<file path="config.mk">
export PLATFORM = sky130hd
export DESIGN_NAME = config_word_loader
export DESIGN_NICKNAME = d
export VERILOG_FILES = /design/src/config_word_loader_pkg.sv /design/src/config_word_loader.sv
export VERILOG_INCLUDE_DIRS = /design/src
export SDC_FILE = /design/constraint.sdc
export NUM_CORES = 1
export LEC_CHECK = 0
export ABC_AREA = 1
export BUFFER_PORTS_ARGS = -buffer_cell sky130_fd_sc_hd__buf_2
export CAP_MARGIN = 20
export CORE_MARGIN = 2
export CORE_UTILIZATION = 30
export CTS_CLUSTER_SIZE = 40
export DETAILED_ROUTE_END_ITERATION = 10
export PLACE_DENSITY_LB_ADDON = 0.05
export SLEW_MARGIN = 20
export SYNTH_ARGS = -nofsm -noshare
export SYNTH_HDL_FRONTEND = slang
export SYNTH_SLANG_ARGS = --single-unit
</file>
<file path="constraint.sdc">
create_clock -name mclk_i -period 2.3 [get_ports mclk_i]
set_input_delay 0.345 -clock mclk_i [delete_from_list [all_inputs] [get_ports mclk_i]]
set_output_delay 0.345 -clock mclk_i [all_outputs]
set_load 0.01 [all_outputs]
</file>
<file path="src/config_word_loader_defines.svh">
// constants for the configuration word loader
`ifndef CONFIG_WORD_LOADER_DEFINES_SVH
`define CONFIG_WORD_LOADER_DEFINES_SVH

// absolute configuration memory word addresses
`define CWL_WORD_ADDR_W        6
`define CWL_WORD_STATION0      6'h00
`define CWL_WORD_STATION2      6'h02
`define CWL_WORD_CTRL1         6'h0A
`define CWL_WORD_SUBSYS_ID     6'h0B
`define CWL_WORD_SUBSYS_VENDOR 6'h0C
`define CWL_WORD_DEVICE_ID     6'h0D
`define CWL_WORD_VENDOR_ID     6'h0E
`define CWL_WORD_DEV_REV       6'h1E
`define CWL_SECTION_BASE       6'h00

// control word 1 bit positions
`define CWL_BIT_PARITY         14
`define CWL_BIT_FW_BLOCK       11
`define CWL_BIT_PIN_HOLD       6
`define CWL_BIT_PLL_SHUT       4
`define CWL_BIT_PWR_MGMT       3
`define CWL_BIT_DMA_GATE_OFF   2
`define CWL_BIT_LOAD_SUBSYS    1
`define CWL_BIT_LOAD_VENDEV    0
// dynamic device-off enable within the revision word
`define CWL_BIT_DDOFF_ALLOWED  15

// control word 1 hardware default and the illegal vendor code
`define CWL_CTRL1_RESET        16'h202F
`define CWL_VENDOR_INVALID     16'hFFFF

// register byte addresses of the avalon slave
`define CWL_REG_STATUS         4'h0
`define CWL_REG_CTRL1          4'h4
`define CWL_REG_STA_LO         4'h8
`define CWL_REG_STA_HI         4'hC
`define CWL_REG_IDS_SUB        5'h10
`define CWL_REG_IDS_DEV        5'h14
`define CWL_REG_RELOAD         5'h18

`endif

</file>
<file path="src/config_word_loader_pkg.sv">
// types for the configuration word loader
package config_word_loader_pkg;
    typedef enum logic [4:0] {
        ST_IDLE  = 5'b00001,
        ST_ISSUE = 5'b00010,
        ST_WAIT  = 5'b00100,
        ST_STORE = 5'b01000,
        ST_DONE  = 5'b10000
    } load_state_type;
endpackage : config_word_loader_pkg

</file>
<file path="src/config_word_loader.sv">
// configuration word loader: fetches hardware words after power-good or reset
// Function
// [RL1] word addresses absolute, offsets section relative
// [RL2] station address from words 0x00-0x02, low-first
// [RL3] image holds unique six-byte station address
// [RL4] control word 1 fetched from word 0x0A
// [RL5] bit 14 parity enable, power-good only
// [RL6] image sets parity enable to one
// [RL7] bit 11 blocks host firmware download
// [RL8] bit 6 holds pins in device-off
// [RL9] pin hold ignored when device-off disabled
// [RL10] bit 4 allows PHY PLL shutdown
// [RL11] bit 3 clear: power management read-only
// [RL12] image sets power management bit
// [RL13] bit 2 disables DMA clock gating
// [RL14] bit 1 loads subsystem identities
// [RL15] bit 0 loads device and vendor identities
// [RL16] word 0x0B into subsystem identifier
// [RL17] word 0x0C into subsystem vendor identifier
// [RL18] word 0x0D into device identifier
// [RL19] word 0x0E into vendor identifier
// [RL20] vendor word 0xFFFF keeps default code
// [RL21] host waits until loading finished
//
// The register addresses and the Avalon-MM register port are this design's own decisions.
`timescale 1ns/100ps
`include "config_word_loader_defines.svh"

module config_word_loader #(
    parameter logic [15:0] DEF_SUBSYS_ID     = 16'h0000, // arbitrary built-in value
    parameter logic [15:0] DEF_SUBSYS_VENDOR = 16'h1234, // arbitrary built-in value
    parameter logic [15:0] DEF_DEVICE_ID     = 16'h5678, // arbitrary built-in value
    parameter logic [15:0] DEF_VENDOR_ID     = 16'h1234  // arbitrary built-in value
) (
    input  wire logic        mclk_i,               // core clock 200 MHz
    input  wire logic        nrst_i,               // async reset, active low
    input  wire logic        power_good_event_i,   // one-cycle power-good pulse
    input  wire logic        dev_reset_event_i,    // one-cycle device reset pulse
    // configuration memory read port
    output logic [5:0]       mem_addr_o,           // absolute word address
    output logic             mem_rd_o,             // read strobe
    input  wire logic        mem_valid_i,          // read data valid
    input  wire logic [15:0] mem_data_i,           // read data
    // loaded values
    output logic [47:0]      receive_address_slot_zero_o, // station address
    output logic             global_parity_enable_o,      // to error control reg
    output logic             host_fw_download_block_o,    // refuse fw download
    output logic             pin_hold_in_device_off_o,    // keep pins in device-off
    output logic             pll_shutdown_allow_o,        // phy pll may stop
    output logic             pm_read_only_o,              // pm regs read-only, no D3
    output logic             dma_gate_disable_o,          // dma clock gating off
    output logic [15:0]      subsys_id_o,                 // config space
    output logic [15:0]      subsys_vendor_o,             // config space
    output logic [15:0]      device_id_o,                 // config space
    output logic [15:0]      vendor_id_o,                 // config space
    output logic             load_done_o,                 // all words applied
    // avalon-mm slave
    input  wire logic [4:0]  avs_address,          // byte address
    input  wire logic        avs_read,             // read request
    input  wire logic        avs_write,            // write request
    input  wire logic [31:0] avs_writedata,        // write data
    output logic [31:0]      avs_readdata,         // read data
    output logic             avs_waitrequest       // stall
);
    config_word_loader_pkg::load_state_type state_r, state_nxt;
    logic [5:0]  addr_r;
    logic [15:0] ctrl1_r, data_r, rev_r;
    logic [47:0] sta_r;
    logic [15:0] sub_r, subv_r, dev_r, ven_r;
    logic        par_r, pg_pend_r, done_r, rd_r;
    logic [31:0] rdata_r;
    logic        ack_r;

    // next fetch address: skip identity words that are not enabled
    function automatic logic [5:0] next_addr(input logic [5:0] a, input logic [15:0] c);
        logic [5:0] n;
        n = a + 6'h01;
        if (n == `CWL_WORD_STATION2 + 6'h01)
            n = `CWL_WORD_CTRL1;                                         // RL4
        if (n == `CWL_WORD_SUBSYS_ID && !c[`CWL_BIT_LOAD_SUBSYS])
            n = `CWL_WORD_DEVICE_ID;                                     // RL14
        if (n == `CWL_WORD_DEVICE_ID && !c[`CWL_BIT_LOAD_VENDEV])
            n = `CWL_WORD_DEV_REV;                                       // RL15
        if (n == `CWL_WORD_VENDOR_ID + 6'h01)
            n = `CWL_WORD_DEV_REV;
        return n;
    endfunction : next_addr

    wire start_w = power_good_event_i | dev_reset_event_i | 
                   (avs_write & ~avs_waitrequest & (avs_address == `CWL_REG_RELOAD) & avs_writedata[0]);
    wire last_w  = (addr_r == `CWL_WORD_DEV_REV);
    // the skip decision right after word 0x0A must see the word just fetched, not the old copy
    wire [15:0] skip_ctl_w = (addr_r == `CWL_WORD_CTRL1) ? data_r : ctrl1_r; // RL14 RL15
    // all addresses are absolute; offsets would add a section base of zero
    wire [5:0] abs_addr_w = addr_r + `CWL_SECTION_BASE;                  // RL1

    // sequencer
    always_comb begin
        state_nxt = state_r;
        unique case (state_r)
            config_word_loader_pkg::ST_IDLE:  state_nxt = config_word_loader_pkg::ST_ISSUE;
            config_word_loader_pkg::ST_ISSUE: state_nxt = config_word_loader_pkg::ST_WAIT;
            config_word_loader_pkg::ST_WAIT:  if (mem_valid_i) state_nxt = config_word_loader_pkg::ST_STORE;
            config_word_loader_pkg::ST_STORE: state_nxt = last_w ? config_word_loader_pkg::ST_DONE
                                                                 : config_word_loader_pkg::ST_ISSUE;
            config_word_loader_pkg::ST_DONE:  state_nxt = config_word_loader_pkg::ST_DONE;
            default:                          state_nxt = config_word_loader_pkg::ST_IDLE;
        endcase
        if (start_w)
            state_nxt = config_word_loader_pkg::ST_IDLE;
    end

    always_ff @(posedge mclk_i or negedge nrst_i) begin
        if (!nrst_i) begin
            state_r <= config_word_loader_pkg::ST_IDLE;
            addr_r  <= `CWL_WORD_STATION0;
            rd_r    <= 1'b0;
            data_r  <= 16'h0000;
        end else begin
            state_r <= state_nxt;
            rd_r    <= (state_nxt == config_word_loader_pkg::ST_ISSUE);
            if (mem_valid_i && state_r == config_word_loader_pkg::ST_WAIT)
                data_r <= mem_data_i;
            if (start_w)
                addr_r <= `CWL_WORD_STATION0;
            else if (state_r == config_word_loader_pkg::ST_STORE && !last_w)
                addr_r <= next_addr(addr_r, skip_ctl_w);
        end
    end

    // power-good must reach the parity copy even though the reload restarts
    always_ff @(posedge mclk_i or negedge nrst_i) begin
        if (!nrst_i)
            pg_pend_r <= 1'b1;
        else if (power_good_event_i)
            pg_pend_r <= 1'b1;
        else if (state_r == config_word_loader_pkg::ST_STORE && addr_r == `CWL_WORD_CTRL1)
            pg_pend_r <= 1'b0;
    end

    // word capture; identity defaults return when a new load begins
    always_ff @(posedge mclk_i or negedge nrst_i) begin
        if (!nrst_i) begin
            ctrl1_r <= `CWL_CTRL1_RESET;
            sta_r   <= 48'h0000_0000_0000;
            rev_r   <= 16'h0000;
            par_r   <= 1'b0;
            sub_r   <= DEF_SUBSYS_ID;
            subv_r  <= DEF_SUBSYS_VENDOR;
            dev_r   <= DEF_DEVICE_ID;
            ven_r   <= DEF_VENDOR_ID;
            done_r  <= 1'b0;
        end else if (start_w) begin
            sub_r   <= DEF_SUBSYS_ID;
            subv_r  <= DEF_SUBSYS_VENDOR;
            dev_r   <= DEF_DEVICE_ID;
            ven_r   <= DEF_VENDOR_ID;
            done_r  <= 1'b0;
        end else if (state_r == config_word_loader_pkg::ST_STORE) begin
            unique case (addr_r)
                6'h00: sta_r[15:0]  <= data_r;                           // RL2
                6'h01: sta_r[31:16] <= data_r;                           // RL2
                6'h02: sta_r[47:32] <= data_r;                           // RL2
                `CWL_WORD_CTRL1: begin
                    ctrl1_r <= data_r;                                   // RL4
                    if (pg_pend_r)
                        par_r <= data_r[`CWL_BIT_PARITY];                // RL5
                end
                `CWL_WORD_SUBSYS_ID:     sub_r  <= data_r;               // RL16
                `CWL_WORD_SUBSYS_VENDOR: subv_r <= data_r;               // RL17
                `CWL_WORD_DEVICE_ID:     dev_r  <= data_r;               // RL18
                `CWL_WORD_VENDOR_ID:
                    ven_r <= (data_r == `CWL_VENDOR_INVALID) ? DEF_VENDOR_ID : data_r; // RL19 RL20
                `CWL_WORD_DEV_REV: begin
                    rev_r  <= data_r;
                    done_r <= 1'b1;                                      // RL21
                end
                default: ;
            endcase
        end
    end

    // station address byte order: earlier byte in low half of each word
    assign receive_address_slot_zero_o = sta_r;                          // RL2
    assign global_parity_enable_o      = par_r;                          // RL5
    assign host_fw_download_block_o    = ctrl1_r[`CWL_BIT_FW_BLOCK];     // RL7
    assign pin_hold_in_device_off_o    = ctrl1_r[`CWL_BIT_PIN_HOLD] & rev_r[`CWL_BIT_DDOFF_ALLOWED]; // RL8 RL9
    assign pll_shutdown_allow_o        = ctrl1_r[`CWL_BIT_PLL_SHUT];     // RL10
    assign pm_read_only_o              = ~ctrl1_r[`CWL_BIT_PWR_MGMT];    // RL11
    assign dma_gate_disable_o          = ctrl1_r[`CWL_BIT_DMA_GATE_OFF]; // RL13
    assign subsys_id_o                 = sub_r;
    assign subsys_vendor_o             = subv_r;
    assign device_id_o                 = dev_r;
    assign vendor_id_o                 = ven_r;
    assign load_done_o                 = done_r;
    assign mem_addr_o                  = abs_addr_w;
    assign mem_rd_o                    = rd_r;

    // register read mux; reads of loaded values wait for the load to finish
    wire [31:0] rmux_w =
        (avs_address == `CWL_REG_STATUS)  ? {31'h0000_0000, done_r} :
        (avs_address == `CWL_REG_CTRL1)   ? {16'h0000, ctrl1_r} :
        (avs_address == `CWL_REG_STA_LO)  ? sta_r[31:0] :
        (avs_address == `CWL_REG_STA_HI)  ? {16'h0000, sta_r[47:32]} :
        (avs_address == `CWL_REG_IDS_SUB) ? {subv_r, sub_r} :
        (avs_address == `CWL_REG_IDS_DEV) ? {ven_r, dev_r} : 32'h0000_0000;
    wire need_wait_w = avs_read & ~done_r & (avs_address != `CWL_REG_STATUS); // RL21

    // one-cycle registered answer
    always_ff @(posedge mclk_i or negedge nrst_i) begin
        if (!nrst_i) begin
            ack_r   <= 1'b0;
            rdata_r <= 32'h0000_0000;
        end else begin
            ack_r   <= (avs_read | avs_write) & ~ack_r & ~need_wait_w;
            rdata_r <= rmux_w;
        end
    end

    assign avs_waitrequest = (avs_read | avs_write) & ~ack_r;
    assign avs_readdata    = rdata_r;
endmodule : config_word_loader

</file>
== After elaboration in Yosys (flattened, before gate mapping) ==
Index checks and enable logic that the tools add are counted.

* Bitwise logic cells: 17
* Reduce and logical (&&, ||, !) cells: 31
* Equality and inequality tests: 25
* Multiplexer cells: 41
* $add $sub $neg: 1

{| class="wikitable"
|+ Operators with widths
! kind !! count
|-
| $mux 16 || 13
|-
| $mux 32 || 6
|-
| $mux 6 || 12
|-
| $eq 6x4->1 const B || 8
|-
| $pmux 5 s5 || 1
|-
| $eq 5x5->1 const B || 4
|-
| $eq 16x16->1 const B || 1
|-
| $reduce_bool 2->1 || 8
|-
| $eq 5x4->1 const B || 3
|-
| $mux 5 || 3
|-
| $reduce_and 3->1 || 5
|-
| $eq 6x2->1 const B || 2
|-
| $reduce_and 2->1 || 6
|-
| $eq 5x2->1 const B || 2
|-
| $eq 5x3->1 const B || 2
|-
| $and 1x1->1 || 8
|-
| $add 6x1->6 const B || 1
|-
| $eq 6x1->1 const B || 1
|-
| $eq 6x5->1 const B || 1
|-
| $logic_not 6->1 || 1
|-
| $not 1->1 || 6
|-
| $eq 5x1->1 const B || 1
|-
| $logic_and 1x1->1 || 5
|-
| $logic_not 5->1 || 1
|-
| other kinds (6) || 14
|}

* Output and inout port bits: 159
* Register bits after elaboration: 208
* Input port bits: 60

== Depth between registers and ports, before layout ==
* Word-level depth: 22
* Depth in mapped cells: 13
* Gate-level depth less buffers: 13

== Worst setup path after synthesis ==
OpenSTA, ideal clock, no wires.

* Path kind: reg2reg
* Start: register addr_r[0]
* End: register addr_r[0]
* Path slack: 569 ps
* Data arrival time: 1602 ps
* Cell stages (with the launch flop): 12
* Clock period less this slack: 1731 ps
* Data required time: 2171 ps
* Path through: dfrtp_1 > inv_1 > ha_1 > nand3_2 > nand2_1 > nand2_1 > nor2_1 > nand3_1 > o21ai_1 > nand2_1 > nand3_1 > o21ai_0

* Longest elaborated chain between the ends: 19
* Elaborated cells on any way between the ends: 27

{| class="wikitable"
|+ Ends and longest elaborated chain
! item !! RTL line !! RTL
|-
| start: declaration || config_word_loader.sv:66 || <nowiki>logic [5:0] addr_r;</nowiki>
|-
| start signal: assignment || config_word_loader.sv:116 || <nowiki>addr_r <= `CWL_WORD_STATION0;</nowiki>
|-
| start signal: assignment || config_word_loader.sv:125 || <nowiki>addr_r <= `CWL_WORD_STATION0;</nowiki>
|-
| start signal: assignment || config_word_loader.sv:127 || <nowiki>addr_r <= next_addr(addr_r, skip_ctl_w);</nowiki>
|-
| $add 6x1->6 || config_word_loader.sv:77 || <nowiki>n = a + 6'h01;</nowiki>
|-
| $eq 6x2->1 || config_word_loader.sv:78 || <nowiki>if (n == `CWL_WORD_STATION2 + 6'h01)</nowiki>
|-
| $mux 6 || config_word_loader.sv:78 ||
|-
| $mux 6 || config_word_loader.sv:126 || <nowiki>else if (state_r == config_word_loader_pkg::ST_STORE && !last_w)</nowiki>
|-
| $mux 6 || config_word_loader.sv:124 || <nowiki>if (start_w)</nowiki>
|-
| $eq 6x4->1 (no source line) || - ||
|-
| $logic_and 1x1->1 || config_word_loader.sv:80 || <nowiki>if (n == `CWL_WORD_SUBSYS_ID && !c[`CWL_BIT_LOAD_SUBSYS])</nowiki>
|-
| $mux 6 || config_word_loader.sv:80 ||
|-
| [... 3 more ...] || - ||
|-
| $logic_and 1x1->1 || config_word_loader.sv:82 || <nowiki>if (n == `CWL_WORD_DEVICE_ID && !c[`CWL_BIT_LOAD_VENDEV])</nowiki>
|-
| $mux 6 || config_word_loader.sv:82 ||
|-
| $mux 6 || config_word_loader.sv:126 ||
|-
| $mux 6 || config_word_loader.sv:124 ||
|-
| $eq 6x4->1 || config_word_loader.sv:84 || <nowiki>if (n == `CWL_WORD_VENDOR_ID + 6'h01)</nowiki>
|-
| $mux 6 || config_word_loader.sv:84 ||
|-
| $mux 6 || config_word_loader.sv:126 ||
|-
| $mux 6 || config_word_loader.sv:124 ||
|}

Several ways; a longest one is shown, not always the timed one. The select of a mux whose other input is x is not followed.
A chain may end at the register's enable or synchronous reset.

== Worst setup path after layout ==
* Start: register state_r[0]
* End: register subv_r[5] (netlist: subsys_vendor_o[5])

* Longest elaborated chain between the ends: 3

{| class="wikitable"
|+ Ends and longest elaborated chain
! item !! RTL line !! RTL
|-
| start: declaration || config_word_loader.sv:65 || <nowiki>config_word_loader_pkg::load_state_type state_r, state_nxt;</nowiki>
|-
| start signal: assignment || config_word_loader.sv:115 || <nowiki>state_r <= config_word_loader_pkg::ST_IDLE;</nowiki>
|-
| start signal: assignment || config_word_loader.sv:120 || <nowiki>state_r <= state_nxt;</nowiki>
|-
| $eq 5x4->1 || config_word_loader.sv:159 || <nowiki>end else if (state_r == config_word_loader_pkg::ST_STORE) begin</nowiki>
|-
| $reduce_bool 2->1 (no source line) || - ||
|-
| $reduce_and 2->1 (no source line) || - ||
|-
| end signal: assignment || config_word_loader.sv:170 || <nowiki>`CWL_WORD_SUBSYS_VENDOR: subv_r <= data_r;</nowiki>
|-
| end: declaration || config_word_loader.sv:69 || <nowiki>logic [15:0] sub_r, subv_r, dev_r, ven_r;</nowiki>
|}

Every way passes these cells.

==> impl_metrics.env <==
export IMPL_cts_hold_buffers=1
export IMPL_worstMarginPinSlew_ps=736
export IMPL_dp_cells=1474
export IMPL_setup_ws_ps=278
export IMPL_cts_buffers=17
export IMPL_finalSetupViolCount=0
export IMPL_first_global_vias=7048
export IMPL_relSlewSlack_pct=50.9
export IMPL_io_pins=219
export IMPL_rsz0062_at_grt="no"
export IMPL_required_ps=2660
export IMPL_place_gp_congestion=0.812
export IMPL_powerDensity_mw_per_mm2=680
export IMPL_fin_util_pct=38.1
export IMPL_irDropWorstVdd_uv=388
export IMPL_crit_arrival_ps=2380
export IMPL_hp_class="input port to flip-flop"
export IMPL_hold_viol=0
export IMPL_dieHeight_um=172
export IMPL_cp_end_kind="flip-flop"
export IMPL_syn_nets=986
export IMPL_clk_path_buf_depth=2
export IMPL_drive_above_1_share_pct=28.2
export IMPL_synth_cell_types=40
export IMPL_max_freq_ghz=0.495
export IMPL_total_power_mw=7.21
export IMPL_period_share_pct=87.9
export IMPL_whs_ps=105
export IMPL_htree_levels=4
export IMPL_cts_resized_gates=0
export IMPL_io_buffers=187
export IMPL_wl_per_cell_um=19.3
export IMPL_antenna_left=0
export IMPL_skew_ps=20.1
export IMPL_clk_pin_slew_ps=80
export IMPL_fp_dieArea_mm2=0.0297
export IMPL_nets=1181
export IMPL_final_area_mm2=0.0106
export IMPL_maxCapViolations=0
export IMPL_synth_seq_cells=193
export IMPL_p_leak_nw=5.34
export IMPL_yosys_area_top_type="dfrtp_1"
export IMPL_grt_usage_pct=20.1
export IMPL_grt_pass1_wl_um=44200
export IMPL_synth_top_area_share_pct=49.1
export IMPL_viasPerCell=4.74
export IMPL_drc_errors=0
export IMPL_cts_tree="done"
export IMPL_vias=7139
export IMPL_grt_overflow=0
export IMPL_cts_sink_count=193
export IMPL_dpl_worst_slack_ps=81.3
export IMPL_placed_area_mm2=0.0100
export IMPL_initial_core_util_pct=30.5
export IMPL_start_kind="flip-flop"
export IMPL_syn_inst=921
export IMPL_fill_cells=2924
export IMPL_first_pass_iters=6
export IMPL_antenna_cells=0
export IMPL_synth_area_leaders="dfrtp_1 49%, nand2_1 8.9%, dfstp_2 8.0%, o21ai_0 6.8%, inv_1 5.0%"
export IMPL_post_dp_hpwl_um=21300
export IMPL_yosysSeqAreaShare_pct=57.2
export IMPL_drt_wl_total_um=29200
export IMPL_period_needed_ps=2020
export IMPL_grt_max_degree=49
export IMPL_netlist_area_mm2=0.00851
export IMPL_ys_warn_count=0
export IMPL_drt_iter0_markers=556
export IMPL_post_cts_setup_buffers=0
export IMPL_rows=61
export IMPL_layoutNonFillerInstCount=1507
export IMPL_fin_tns_setup_ps=0
export IMPL_avgSynthCellArea_um2=9.24
export IMPL_critPathMaxFanout=21
export IMPL_fp_coreArea_mm2=0.0279
export IMPL_status="complete, no violations"
export IMPL_cts_root_buf="clkbuf_16"
export IMPL_antenna_found_initial=0
export IMPL_maxSlewViolCount=0
export IMPL_area_delta_synth_final_pct=24.7
export IMPL_clk_latency_ps=440
export IMPL_crit_type="flip-flop to flip-flop"
export IMPL_die_x_um=172
==> final cells by class <==
cell class	instances	area, um2	area share [%]
Tap cell	378	473	4.46
Clock inverter	14	166	1.57
Inverter	121	462	4.35
Multi-Input combinational cell	563	2930	27.6
Clock buffer	18	429	4.05
Timing Repair Buffer	220	1280	12.1
Sequential cell	193	4860	45.8
==> where the power goes <==
| group | switching [mW] | total [mW] | internal, mW | leakage, nW |
|---|---|---|---|---|
| Clock | 1.51 | 3.07 | 1.56 | 0.291 |
| Combinational | 0.370 | 0.542 | 0.172 | 2.57 |
| Sequential | 0.0958 | 3.60 | 3.51 | 2.47 |
==> sequential cells by signal (all words and copies together) (netlist names) <==
| name | flops |
|---|---|
| ack_r | 1 |
| addr_r | 6 |
| avs_readdata | 32 |
| ctrl1_r | 16 |
| data_r | 16 |
| device_id_o | 16 |
| global_parity_enable_o | 1 |
| load_done_o | 1 |
| mem_rd_o | 1 |
| pg_pend_r | 1 |
| receive_address_slot_zero_o | 48 |
| rev_r | 1 |
| state_r | 5 |
| subsys_id_o | 16 |
| subsys_vendor_o | 16 |
| vendor_id_o | 16 |
==> cells by family after synthesis <==
group                      after synthesis  synth area share (%)
buffers and inverters                  165                  8.40
DFF                                    193                  57.2
and+or+nand+nor                        327                  17.5
AOI/OAI and AO/OA                      231                  16.3
adders and majority gates                5                 0.735
==> synth_stat cells (all sizes together) <==
library cell / count
dfstp: 26
o211ai: 1
o31ai: 2
nand2: 207
a31oi: 16
o221ai: 30
nand3: 24
a211oi: 1
buf: 25
nor3: 4
o21a: 1
nor2: 56
a21oi: 7
clkbuf: 19
nand4: 31
ha: 5
dfrtp: 167
o22ai: 13
inv: 121
o41ai: 1
nor4: 5
o21bai: 2
o21ai: 157
==> layer usage <==
layer / up-vias / part of all wire (%) / GRT usage (%)
met5: - / 0 / 0
met4: 0 / 0.87 / 4.46
met3: 12 / 5.2 / 3.25
met2: 195 / 43 / 30.2
met1: 3454 / 51 / 30.3
li1: 3478 / - / -
==> critical path, stage by stage (launching register included) <==
cell and delay (ps):
dfstp_2 510, inv_1 50, nand2_1 90, inv_2 60, nand4_4 140, inv_2 90
nand3_1 140, nand2_1 70, inv_1 540, nand2_1 120, o21ai_1 110
==> cells in the final DEF, fill, tap and decap left out, types with 3 or more instances in the layout <==
cell / instances
nand4_1: 28
o21ai_1: 28
inv_2: 5
buf_2: 186
inv_1: 113
nor4_1: 5
inv_8: 3
a21oi_1: 7
ha_1: 5
nor2_4: 4
o22ai_1: 13
nor2_2: 3
dfrtp_1: 167
clkinv_4: 5
nand3_2: 3
clkbuf_16: 17
nand2_2: 3
nand3_1: 21
dfstp_2: 26
buf_12: 7
o221ai_1: 30
o21ai_2: 12
a31oi_1: 16
buf_4: 25
inv_6: 3
o21ai_0: 116
inv_4: 3
nor2_1: 48
nand2_1: 202
==> worst paths after layout <==
| path | start | endpoint | slack (ps) | cells after the start |
|---|---|---|---|---|
| min reg2reg | ctrl1_r[1] | ctrl1_r[1] | 480 | 2 |
| min | mem_data_i[14] | data_r[14] | 110 | 3 |
| max reg2reg | state_r[0] | subsys_vendor_o[5] | 280 | 10 |
| min in group asynchronous | nrst_i | avs_readdata[18] | 440 | 2 |
| max in group asynchronous | nrst_i | device_id_o[10] | 1180 | 3 |
| max | state_r[0] | subsys_vendor_o[5] | 280 | 10 |
(Power assumes the default switching activity.)
